===== config.mk =====
export PLATFORM = sky130hd
export DESIGN_NAME = lcs_ctrl
export DESIGN_NICKNAME = d
export VERILOG_FILES = /design/src/logic/lcs_pkg.sv /design/src/logic/lcs_ctrl.sv /design/src/logic/lcs_ram.sv
export SDC_FILE = /design/constraint.sdc
export NUM_CORES = 2
export LEC_CHECK = 0
export ABC_CLOCK_PERIOD_IN_PS = 5400
export BUFFER_PORTS_ARGS = -buffer_cell sky130_fd_sc_hd__clkbuf_2
export CAP_MARGIN = 40
export CORE_MARGIN = 2
export CORE_UTILIZATION = 69
export CTS_CLUSTER_SIZE = 30
export DETAILED_ROUTE_END_ITERATION = 16
export GPL_TIMING_DRIVEN = 0
export PLACE_DENSITY_LB_ADDON = 0.3
export SETUP_SLACK_MARGIN = 0.05
export SLEW_MARGIN = 30
export SYNTH_ARGS = -nofsm -noshare
export SYNTH_HDL_FRONTEND = slang
export SYNTH_HIERARCHICAL = 1
export SYNTH_SLANG_ARGS = --single-unit

===== constraint.sdc =====
create_clock -name SYS_CLK -period 5.4 [get_ports SYS_CLK]
set_input_delay 0.81 -clock SYS_CLK [delete_from_list [all_inputs] [get_ports SYS_CLK]]
set_output_delay 0.81 -clock SYS_CLK [all_outputs]
set_load 0.01 [all_outputs]

===== src/logic/lcs_pkg.sv =====
package lcs_pkg;
  localparam int DATA_W = 8;
  localparam int PTR_W = 7;
  localparam int TEXT_DEPTH = 80;
  localparam int GLYPH_DEPTH = 64;
  localparam int GLYPH_AW = 6;
  localparam int GLYPH_W = 5;
  localparam int BUSY_POS = 7;
  // execution times in oscillator (SYS_CLK) cycles
  localparam int CYC_POLL = 0;
  localparam int CYC_RW = 3;
  localparam int CYC_BLANK = 165;
  localparam int CNT_W = $clog2(CYC_BLANK + 1);
  localparam logic [CNT_W-1:0] CNT_RW = CNT_W'(CYC_RW);
  localparam logic [CNT_W-1:0] CNT_BLANK = CNT_W'(CYC_BLANK);
  localparam logic [CNT_W-1:0] CNT_ZERO = {CNT_W{1'b0}};
  localparam logic [CNT_W-1:0] CNT_ONE = CNT_W'(1);
  // command codes
  localparam logic [7:0] CMD_BLANK = 8'h01;
  localparam logic [1:0] GLYPH_SET_TAG = 2'h1;
  localparam int TEXT_SET_POS = 7;
  localparam logic [7:0] BLANK_CHAR = 8'h20;
  localparam logic [PTR_W-1:0] PTR_RST = 7'h00;
  localparam logic [PTR_W-1:0] PTR_ONE = 7'h01;
  localparam logic [7:0] DATA_RST = 8'h00;
  localparam logic [PTR_W-1:0] FILL_LAST = PTR_W'(TEXT_DEPTH - 1);
  typedef enum logic [2:0] {
    ST_IDLE = 3'b001,
    ST_RUN = 3'b010,
    ST_FILL = 3'b100
  } lcs_state_t;
endpackage


===== src/logic/lcs_ctrl.sv =====
`timescale 1ns/1ps
module lcs_ctrl #(
  parameter int TEXT_DEPTH = lcs_pkg::TEXT_DEPTH
) (
  // clock and reset
  input wire logic SYS_CLK,
  input wire logic RST,
  input wire logic CLK_EN,
  // host bus
  input wire logic BUS_STROBE,
  input wire logic REG_SELECT,
  input wire logic READ_NOT_WRITE,
  input wire logic [7:0] BUS_DIN,
  output logic [7:0] BUS_DOUT,
  output logic BUS_DOE,
  // configuration
  input wire logic EXT_SET,
  input wire logic STEP_DIR_LOAD,
  input wire logic STEP_DIR_IN,
  // status
  output logic BUSY,
  output logic [6:0] ADDR_PTR,
  output logic GLYPH_SEL,
  output logic STEP_DIR,
  output logic HOME_PULSE
);
  localparam int PW = lcs_pkg::PTR_W;

  if (TEXT_DEPTH < 1 || TEXT_DEPTH > (1 << PW) || TEXT_DEPTH > lcs_pkg::CYC_BLANK)
  begin : g_chk
    $error("lcs_ctrl: text depth out of range");
  end

  lcs_pkg::lcs_state_t state_q;
  logic strobe_q;
  logic [lcs_pkg::CNT_W-1:0] cnt_q;
  logic [PW-1:0] ptr_q;
  logic glyph_q;
  logic dir_q;
  logic reload_q;
  logic [7:0] data_q;
  logic [7:0] dout_q;
  logic home_q;
  logic [PW-1:0] fill_idx_q;
  logic busy;
  logic fall;
  logic accept;
  logic is_poll, is_rd, is_wr, is_cmd, is_blank, is_gset, is_tset;
  logic [PW-1:0] ptr_step;
  logic [7:0] text_rd;
  logic [lcs_pkg::GLYPH_W-1:0] glyph_rd;
  logic text_we;
  logic [PW-1:0] text_wa;
  logic [7:0] text_wd;
  logic glyph_we;
  logic fill_on;

  assign busy = cnt_q != lcs_pkg::CNT_ZERO;
  assign fall = strobe_q && !BUS_STROBE;
  // a strobe that ends while busy is dropped outright
  assign accept = CLK_EN && fall && !busy;
  assign is_poll = !REG_SELECT && READ_NOT_WRITE;
  assign is_rd = REG_SELECT && READ_NOT_WRITE;
  assign is_wr = REG_SELECT && !READ_NOT_WRITE;
  assign is_cmd = !REG_SELECT && !READ_NOT_WRITE;
  // 0x80 and 0x40 families mean other things in the extended set
  assign is_blank = is_cmd && !EXT_SET && BUS_DIN == lcs_pkg::CMD_BLANK;
  assign is_gset = is_cmd && !EXT_SET && !BUS_DIN[lcs_pkg::TEXT_SET_POS]
                   && BUS_DIN[7:6] == lcs_pkg::GLYPH_SET_TAG;
  assign is_tset = is_cmd && !EXT_SET && BUS_DIN[lcs_pkg::TEXT_SET_POS];
  assign ptr_step = dir_q ? ptr_q + lcs_pkg::PTR_ONE : ptr_q - lcs_pkg::PTR_ONE;
  assign fill_on = state_q == lcs_pkg::ST_FILL;

  always_ff @(posedge SYS_CLK)
  begin
    if (RST)
      strobe_q <= 1'b0;
    else if (CLK_EN)
      strobe_q <= BUS_STROBE;
  end

  // busy countdown; poll costs nothing and never loads it
  always_ff @(posedge SYS_CLK)
  begin
    if (RST)
      cnt_q <= lcs_pkg::CNT_ZERO;
    else if (CLK_EN)
    begin
      if (accept && is_blank)
        cnt_q <= lcs_pkg::CNT_BLANK;
      else if (accept && !is_poll)
        cnt_q <= lcs_pkg::CNT_RW;
      else if (busy)
        cnt_q <= cnt_q - lcs_pkg::CNT_ONE;
    end
  end

  always_ff @(posedge SYS_CLK)
  begin
    if (RST)
    begin
      state_q <= lcs_pkg::ST_IDLE;
      fill_idx_q <= lcs_pkg::PTR_RST;
    end
    else if (CLK_EN)
    begin
      unique case (state_q)
        lcs_pkg::ST_IDLE:
        begin
          if (accept && is_blank)
          begin
            state_q <= lcs_pkg::ST_FILL;
            fill_idx_q <= lcs_pkg::PTR_RST;
          end
          else if (accept && !is_poll)
            state_q <= lcs_pkg::ST_RUN;
        end
        lcs_pkg::ST_RUN:
        begin
          if (cnt_q == lcs_pkg::CNT_ONE)
            state_q <= lcs_pkg::ST_IDLE;
        end
        lcs_pkg::ST_FILL:
        begin
          // the fill ends well before the busy window closes
          if (fill_idx_q == PW'(TEXT_DEPTH - 1))
            state_q <= lcs_pkg::ST_RUN;
          fill_idx_q <= fill_idx_q + lcs_pkg::PTR_ONE;
        end
        default:
          state_q <= lcs_pkg::ST_IDLE;
      endcase
    end
  end

  // shared pointer, RAM select and step direction
  always_ff @(posedge SYS_CLK)
  begin
    if (RST)
    begin
      ptr_q <= lcs_pkg::PTR_RST;
      glyph_q <= 1'b0;
    end
    else if (CLK_EN && accept)
    begin
      if (is_blank)
      begin
        ptr_q <= lcs_pkg::PTR_RST;
        glyph_q <= 1'b0;
      end
      else if (is_gset)
      begin
        ptr_q <= {1'b0, BUS_DIN[lcs_pkg::GLYPH_AW-1:0]};
        glyph_q <= 1'b1;
      end
      else if (is_tset)
      begin
        ptr_q <= BUS_DIN[PW-1:0];
        glyph_q <= 1'b0;
      end
      else if (is_rd || is_wr)
        ptr_q <= ptr_step;
    end
  end

  always_ff @(posedge SYS_CLK)
  begin
    if (RST)
      dir_q <= 1'b1;
    else if (CLK_EN)
    begin
      if (accept && is_blank)
        dir_q <= 1'b1;
      else if (STEP_DIR_LOAD)
        dir_q <= STEP_DIR_IN;
    end
  end

  // data register: reloaded the cycle after the pointer settles
  always_ff @(posedge SYS_CLK)
  begin
    if (RST)
    begin
      reload_q <= 1'b0;
      data_q <= lcs_pkg::DATA_RST;
    end
    else if (CLK_EN)
    begin
      reload_q <= accept && (is_rd || is_gset || is_tset);
      if (reload_q)
        data_q <= glyph_q ? {3'h0, glyph_rd} : text_rd;
    end
  end

  // registered bus data; the register goes out while a read strobe is high
  always_ff @(posedge SYS_CLK)
  begin
    if (RST)
      dout_q <= lcs_pkg::DATA_RST;
    else if (CLK_EN)
      dout_q <= REG_SELECT ? data_q : {busy, ptr_q};
  end

  always_ff @(posedge SYS_CLK)
  begin
    if (RST)
      home_q <= 1'b0;
    else if (CLK_EN)
      home_q <= accept && is_blank;
  end

  // the fill owns the text write port; no data write can be accepted meanwhile
  assign text_we = fill_on || (accept && is_wr && !glyph_q);
  assign text_wa = fill_on ? fill_idx_q : ptr_q;
  assign text_wd = fill_on ? lcs_pkg::BLANK_CHAR : BUS_DIN;
  assign glyph_we = accept && is_wr && glyph_q;

  lcs_ram #(.W(8), .DEPTH(TEXT_DEPTH), .AW(PW)) u_text_ram (
    .clk(SYS_CLK),
    .rst(RST),
    .ce(CLK_EN),
    .we(text_we),
    .waddr(text_wa),
    .wdata(text_wd),
    .raddr(ptr_q),
    .rdata(text_rd)
  );

  lcs_ram #(.W(lcs_pkg::GLYPH_W), .DEPTH(lcs_pkg::GLYPH_DEPTH), .AW(lcs_pkg::GLYPH_AW))
    u_glyph_ram (
    .clk(SYS_CLK),
    .rst(RST),
    .ce(CLK_EN),
    .we(glyph_we),
    .waddr(ptr_q[lcs_pkg::GLYPH_AW-1:0]),
    .wdata(BUS_DIN[lcs_pkg::GLYPH_W-1:0]),
    .raddr(ptr_q[lcs_pkg::GLYPH_AW-1:0]),
    .rdata(glyph_rd)
  );

  assign BUS_DOUT = dout_q;
  assign BUS_DOE = BUS_STROBE && READ_NOT_WRITE;
  assign BUSY = busy;
  assign ADDR_PTR = ptr_q;
  assign GLYPH_SEL = glyph_q;
  assign STEP_DIR = dir_q;
  assign HOME_PULSE = home_q;

  property p_poll_out;
    @(posedge SYS_CLK) disable iff (RST || !CLK_EN)
    (!REG_SELECT && READ_NOT_WRITE) |=> BUS_DOUT == {$past(busy), $past(ptr_q)};
  endproperty
  a_poll_out: assert property (p_poll_out) else $error("status byte wrong");

  property p_busy_drop;
    @(posedge SYS_CLK) disable iff (RST || !CLK_EN)
    (fall && busy) |=> ptr_q == $past(ptr_q) && !home_q;
  endproperty
  a_busy_drop: assert property (p_busy_drop) else $error("command taken while busy");

  property p_step;
    @(posedge SYS_CLK) disable iff (RST || !CLK_EN)
    (accept && (is_rd || is_wr)) |=>
      ptr_q == ($past(dir_q) ? $past(ptr_q) + 7'h01 : $past(ptr_q) - 7'h01);
  endproperty
  a_step: assert property (p_step) else $error("pointer step wrong");

  property p_read_reload;
    @(posedge SYS_CLK) disable iff (RST || !CLK_EN)
    (accept && is_rd) |=> ##1 data_q == (glyph_q ? {3'h0, $past(glyph_rd)} : $past(text_rd));
  endproperty
  a_read_reload: assert property (p_read_reload) else $error("read reload wrong");

  property p_write_keeps;
    @(posedge SYS_CLK) disable iff (RST || !CLK_EN)
    (accept && is_wr) |=> ##1 $stable(data_q);
  endproperty
  a_write_keeps: assert property (p_write_keeps) else $error("write touched data");

  property p_blank_state;
    @(posedge SYS_CLK) disable iff (RST || !CLK_EN)
    (accept && is_blank) |=> ptr_q == 7'h00 && !glyph_q && dir_q && home_q ##1 !home_q;
  endproperty
  a_blank_state: assert property (p_blank_state) else $error("blank state wrong");

  property p_blank_busy;
    @(posedge SYS_CLK) disable iff (RST || !CLK_EN)
    (accept && is_blank) |=> busy ##164 busy ##1 !busy;
  endproperty
  a_blank_busy: assert property (p_blank_busy) else $error("blank busy length wrong");

  property p_fill_len;
    @(posedge SYS_CLK) disable iff (RST || !CLK_EN)
    (accept && is_blank) |=> fill_on && text_wd == 8'h20 ##79 fill_on ##1 !fill_on;
  endproperty
  a_fill_len: assert property (p_fill_len) else $error("fill length wrong");

  property p_access_time;
    @(posedge SYS_CLK) disable iff (RST || !CLK_EN)
    (accept && (is_rd || is_wr)) |=> busy[*3] ##1 !busy;
  endproperty
  a_access_time: assert property (p_access_time) else $error("access time wrong");

  property p_ext_no_blank;
    @(posedge SYS_CLK) disable iff (RST || !CLK_EN)
    (accept && is_cmd && EXT_SET) |=> !fill_on && !home_q;
  endproperty
  a_ext_no_blank: assert property (p_ext_no_blank) else $error("blank in extended set");

  property p_wrap;
    @(posedge SYS_CLK) disable iff (RST || !CLK_EN)
    (accept && is_wr && dir_q && ptr_q == 7'h7F) |=> ptr_q == 7'h00;
  endproperty
  a_wrap: assert property (p_wrap) else $error("pointer did not wrap");
endmodule


===== src/logic/lcs_ram.sv =====
`timescale 1ns/1ps
module lcs_ram #(
  parameter int W = 8,
  parameter int DEPTH = 80,
  parameter int AW = 7
) (
  // clock
  input wire logic clk,
  input wire logic rst,
  input wire logic ce,
  // write port
  input wire logic we,
  input wire logic [AW-1:0] waddr,
  input wire logic [W-1:0] wdata,
  // read port
  input wire logic [AW-1:0] raddr,
  output logic [W-1:0] rdata
);
  logic [W-1:0] mem_q [DEPTH];

  if (DEPTH > (1 << AW) || DEPTH < 1 || W < 1)
  begin : g_chk
    $error("lcs_ram: depth does not fit the address width");
  end

  for (genvar i = 0; i < DEPTH; i++)
  begin : g_ent
    always_ff @(posedge clk)
    begin
      if (rst)
        mem_q[i] <= '0;
      else if (ce && we && waddr == AW'(i))
        mem_q[i] <= wdata;
    end
  end

  // addresses past the last entry read as zero and swallow writes
  always_comb
  begin
    rdata = '0;
    if (32'(raddr) < DEPTH)
      rdata = mem_q[raddr];
  end
endmodule


**Word level (Yosys, flattened, before mapping)**

Memories as Yosys holds them, arrays and structs flattened. A register that Yosys moved wholly into a read port is not among the register bits.
Cells that the tools add are included.

- Memories kept: 2
- Flip-flop bits (word level): 46
- RAM bits: 960
- Output and inout port bits: 20
- Bits of input ports: 17
- Word-level logic and storage cells: 1115

- Reduce and logical (&&, ||, !) cells: 193
- Bitwise logic cells: 144
- Eq/ne operators: 153
- Multiplexer cells: 607
- Order comparisons: 1
- Add/sub/neg operators: 4

Memories:

| name | depth | width | read ports | clocked after Yosys merged registers in | wr ports | RTL line | RTL |
|---|---|---|---|---|---|---|---|
| u_text_ram.mem_q | 80 | 8 | 1 | 1 | 80 | lcs_ram.sv:19 | `logic [W-1:0] mem_q [DEPTH];` |
| u_glyph_ram.mem_q | 64 | 5 | 1 | 1 | 64 | lcs_ram.sv:19 |  |

Operators by type and width:

| kind | count |
|---|---|
| 8-bit two-way mux | 87 |
| 1-bit two-way mux | 439 |
| 5-bit two-way mux | 64 |
| 7-bit by 6-bit == test with 1-bit output (second input constant) | 32 |
| 6-bit == test (second input constant) | 32 |
| 1-bit logical AND | 166 |
| 1-bit OR | 144 |
| 7-bit == test (second input constant) | 17 |
| 7-bit by 5-bit == test with 1-bit output (second input constant) | 16 |
| 6-bit by 5-bit == test with 1-bit output (second input constant) | 16 |
| 7-bit two-way mux | 9 |
| 7-bit by 4-bit == test with 1-bit output (second input constant) | 8 |
| 6-bit by 4-bit == test with 1-bit output (second input constant) | 8 |
| 7-bit by 3-bit == test with 1-bit output (second input constant) | 4 |
| 6-bit by 3-bit == test with 1-bit output (second input constant) | 4 |
| 8-bit by 1-bit == test with 1-bit output (second input constant) | 2 |
| 7-bit by 1-bit adder with 7-bit output (second input constant) | 2 |
| 7-bit by 2-bit == test with 1-bit output (second input constant) | 2 |
| 7-bit one-hot mux with 2 select lines | 1 |
| 6-bit by 2-bit == test with 1-bit output (second input constant) | 2 |
| 3-bit two-way mux | 4 |
| 6-bit two-way mux | 2 |
| 2-bit AND reduction | 5 |
| 3-bit one-hot mux with 3 select lines | 1 |
| 22 further kinds | 35 |

**Longest topological paths before layout**

- Depth in word-level cells: 13
- Depth in mapped cells: 13
- Mapped depth without buffers: 11

**Hierarchy**

Netlist, hierarchy kept.

Modules (own cells, without submodules):

| module | area an instance (sq um) | cells each | seq. area each (sq um) | instances |
|---|---|---|---|---|
| lcs_ram at u_text_ram | 30269.0 | 2099 | 19218.4 | 1 |
| lcs_ram at u_glyph_ram | 15358.5 | 1059 | 9609.2 | 1 |
| lcs_ctrl | 2736.4 | 339 | 920.9 | 1 |

**Worst setup path after synthesis**

OpenSTA, ideal clock, no wires.

- Path type: in2reg
- From: input BUS_STROBE
- To: memory u_text_ram.mem_q[64][0] (enable)
- Library setup time: 326 ps
- Arrival time: 2996 ps
- Data required time: 5074 ps
- Path slack: 2078 ps
- Path buffers: 2
- Stages on the path: 10
- Cell sequence: and3b_1 -> and3_1 -> clkbuf_1 -> nand3b_1 -> o21bai_1 -> nand2_1 -> or3_1 -> nor3_1 -> clkbuf_1 -> a21o_1

RTL lines:

| element | RTL line | RTL |
|---|---|---|
| start, declared | lcs_ctrl.sv:10 | `input wire logic BUS_STROBE,` |
| end, declared | lcs_ram.sv:19 |  |

==> flow_metrics.tcl <==
set metrics [dict create \
    period_needed_ns 4.76 \
    n_fill_cell 4188 \
    drtIter0Drc 5129 \
    start_util_pct 69.4 \
    required_ns 5.69 \
    grtUsageMet3_pct 15.2 \
    cts_setup_buffers 0 \
    grt_max_degree 22 \
    report.final.slew_viol_count 0 \
    crit_arrival_ns 5.06 \
    synthCells 3497 \
    syn_area_per_cell_sq_um 13.8 \
    die_area_sq_um 72200 \
    wire_per_inst_um 31.9 \
    fp.coreArea_sq_um 69700 \
    synth_edf_count 960 \
    hold_violations 0 \
    max_freq_ghz 0.210 \
    cts_tree "built" \
    max-slew-margin-rel_pct 28.6 \
    hold_buffers 0 \
    synth_top_family_by_area "simple AND/OR/NAND/NOR gates" \
    whs_ns 0.398 \
    yosysMostFrequentCell "edfxtp_1" \
    drive_gt1_share_pct 14.1 \
    max_cap_viol_count 0 \
    portBuffers 35 \
    drtAntennaViolNets 0 \
    crit_chain "inv_1 > ha_1 > nor3b_1 > and3_1 > clkbuf_1 > nand3b_1 > o21bai_1 > nand2_1 > or3_1 > nor3_1 > clkbuf_1 > a21o_1" \
    die_y_um 269 \
    fin_util_pct 76.7 \
    synthTopCellsByArea "edfxtp_1 60%, and2_1 9.6%, mux4_2 8.8%, and3_1 3.0%, mux2i_1 2.4%" \
    synth-compound-area-share_pct 5.81 \
    seq_area_sq_um 29800 \
    grt_pass1_vias 32500 \
    rsz0062_at_grt "no" \
    pwr_density_cell_nw_per_um2 324 \
    synth_mux_area_share_pct 12.4 \
    hold_path_class "input port to flop" \
    overflow 0 \
    synth-main-ff-cell "edfxtp_1" \
    grt_pass1_wl_mm 215 \
    vdd_drop_max_v 0.000336 \
    synth_top_area_cell "edfxtp_1" \
    drtPass1Iterations 10 \
    yosys_register_bits 1006 \
    worstPathMaxFanout 10 \
    viasPerCell 7.08 \
    rows 97 \
    cts-root-buf "clkbuf_16" \
    syn-cell-area_sq_um 48400 \
    async_reset_ff_share_pct 0 \
    cp_slowest_stage_delay_ns 0.67 \
    vias 33200 \
    use_met1_pct 51.0 \
    synth-warning-count 6 \
    fp.dieW_um 269 \
    clock_skew_ns 0.0253 \
    cts_max_path_buffers 3 \
    setup_tns_ns 0 \
    seq_area_frac_synth_pct 61.5 \
    gp_congestion 1.06 \
    power_leakage_nw 19.7 \
    crit_type "flop to flop" \
    multiInputGateArea_sq_um 17300 \
    cts_buffers 99 \
    synth_cell_types 67 \
    clkLatencyLatePin_ns 0.68 \
    yosys-top-cells-count "960 x edfxtp_1, 746 x and2_1, 231 x and3_1, 219 x clkbuf_1, 188 x mux4_2" \
    dp_hpwl_mm 107 \
    grt_util_all_layers_pct 42.2 \
    yosys.area_share.simple_pct 17.2 \
    htree_levels 3 \
    cts_resized 0 \
    clk_pin_slew_worst_paths_ns 0.06 \
    worst_pin_slew_ns 1.06 \
    nNetsFinal 3691 \
    synthAdderAreaFrac_pct 0.274 \
    critPathMostFrequentCell "clkbuf_1" \
    finalWirelength_mm 150 \
    end_kind "flop" \
    busiest_layer "met2" \
    clock-sinks 1006 \
    antenna_found_initial 5 \
    io_pins 37 \
    status "complete, no violations" \
    syn_nets 3524 \
    cpMaxStageDelayCell "clkbuf_1" \
    cp-start-kind "flop" \
    drc 0 \
    netlist.area_leader.share_pct 59.6 \
    met2_usage_pct 64.9 \
    syn_to_final_growth_pct 10.4 \
    final-setup-viol-count 0 \
    synth-xor-area-share_pct 0.0362 \
    period_share_pct 88.2 \
]
final timing paths:
kind                             startpoint                      end  slack [ns]  cells after the start
worst max-delay path               cnt_q[0]  u_text_ram/mem_q[36][0]        0.64                     12
worst min-delay path            STEP_DIR_IN                 STEP_DIR        0.40                      3
worst max register to register     cnt_q[0]  u_text_ram/mem_q[36][0]        0.64                     12
worst min register to register    data_q[5]                data_q[5]        0.47                      2
per-stage QoR:
step | total power [mW] | instance area [sq um] | setup WS, ns | cells
6_report | 17.3 | 53400 | 0.636 | 4691
5_1_grt | 17.7 | 53400 | 0.571 | 4689
4_1_cts | 17.3 | 53200 | 0.798 | 4665
3_5_place_dp | 10.3 | 49800 | 0.419 | 4480
3_3_place_gp | 10.2 | 49700 | 0.563 | 4472
2_1_floorplan | 9.79 | 48400 | 2.08 | 3497
report_power, final:
| group | switching, mW | internal [mW] |
|---|---|---|
| Combinational | 0.853 | 0.399 |
| Clock | 3.02 | 4.12 |
| Sequential | 0.134 | 8.80 |
| Total | 4.00 | 13.3 |
critical path, delay by kind of cell (launching register included):
| kind | cells | cell delay (ns) |
|---|---|---|
| AND/OR/NAND/NOR | 6 | 1.74 |
| flip-flops | 1 | 0.36 |
| AO/OA/AOI/OAI | 2 | 0.98 |
| buffers and inverters | 3 | 1.15 |
| adder cells (fa/ha/maj) | 1 | 0.14 |
layout make-up:
type / instances / share of cell area (%)
Buffer: 293 / 2.44
Tap cell: 940 / 2.20
Inverter: 14 / 0.0984
Timing Repair Buffer: 66 / 0.907
Sequential cell: 1006 / 55.7
Multi-Input combinational cell: 2184 / 32.4
Clock inverter: 66 / 1.34
Antenna cell: 3 / 0.0141
Clock buffer: 119 / 4.93
placed cells by master, fill, tap and decap left out, types with 14 or more instances in the layout:
cell type  count
or3_1         15
a21oi_1       38
nand2_1       77
a2111oi_0     14
clkbuf_2      37
o21ai_0       42
a211oi_1      15
o21bai_1      62
a22oi_1       46
and3_1       231
nor3_1        20
mux2i_1      117
o22ai_1       18
dfxtp_1       43
mux2_2        33
clkbuf_16    101
clkbuf_1     232
buf_2         41
mux4_2       188
and2_1       746
buf_6         28
nand3_1       39
edfxtp_1     960
nor2b_1       39
clkinv_2      20
nor2_1       180
a21o_1        86
nand2b_1      18
registers in the layout, summed over array words and instances (netlist names), 3 cells and up:
signal	cells
u_glyph_ram/mem_q	320
ADDR_PTR	7
state_q	3
fill_idx_q	7
u_text_ram/mem_q	640
BUS_DOUT	8
data_q	8
cnt_q	8
cell families after synthesis:
kind of cell | after synthesis
simple gates | 1430
flops | 1006
compound gates | 396
mux | 346
xor+xnor | 2
buf+inv | 307
fa+ha+maj | 10
routing by layer:
metal  part of all wire, %  vias up
met2                    45     2851
met4                   7.7       10
met5                  0.10        -
met1                    32    16200
met3                    15      695
li1                      -    13400
(Power assumes the default switching activity.)
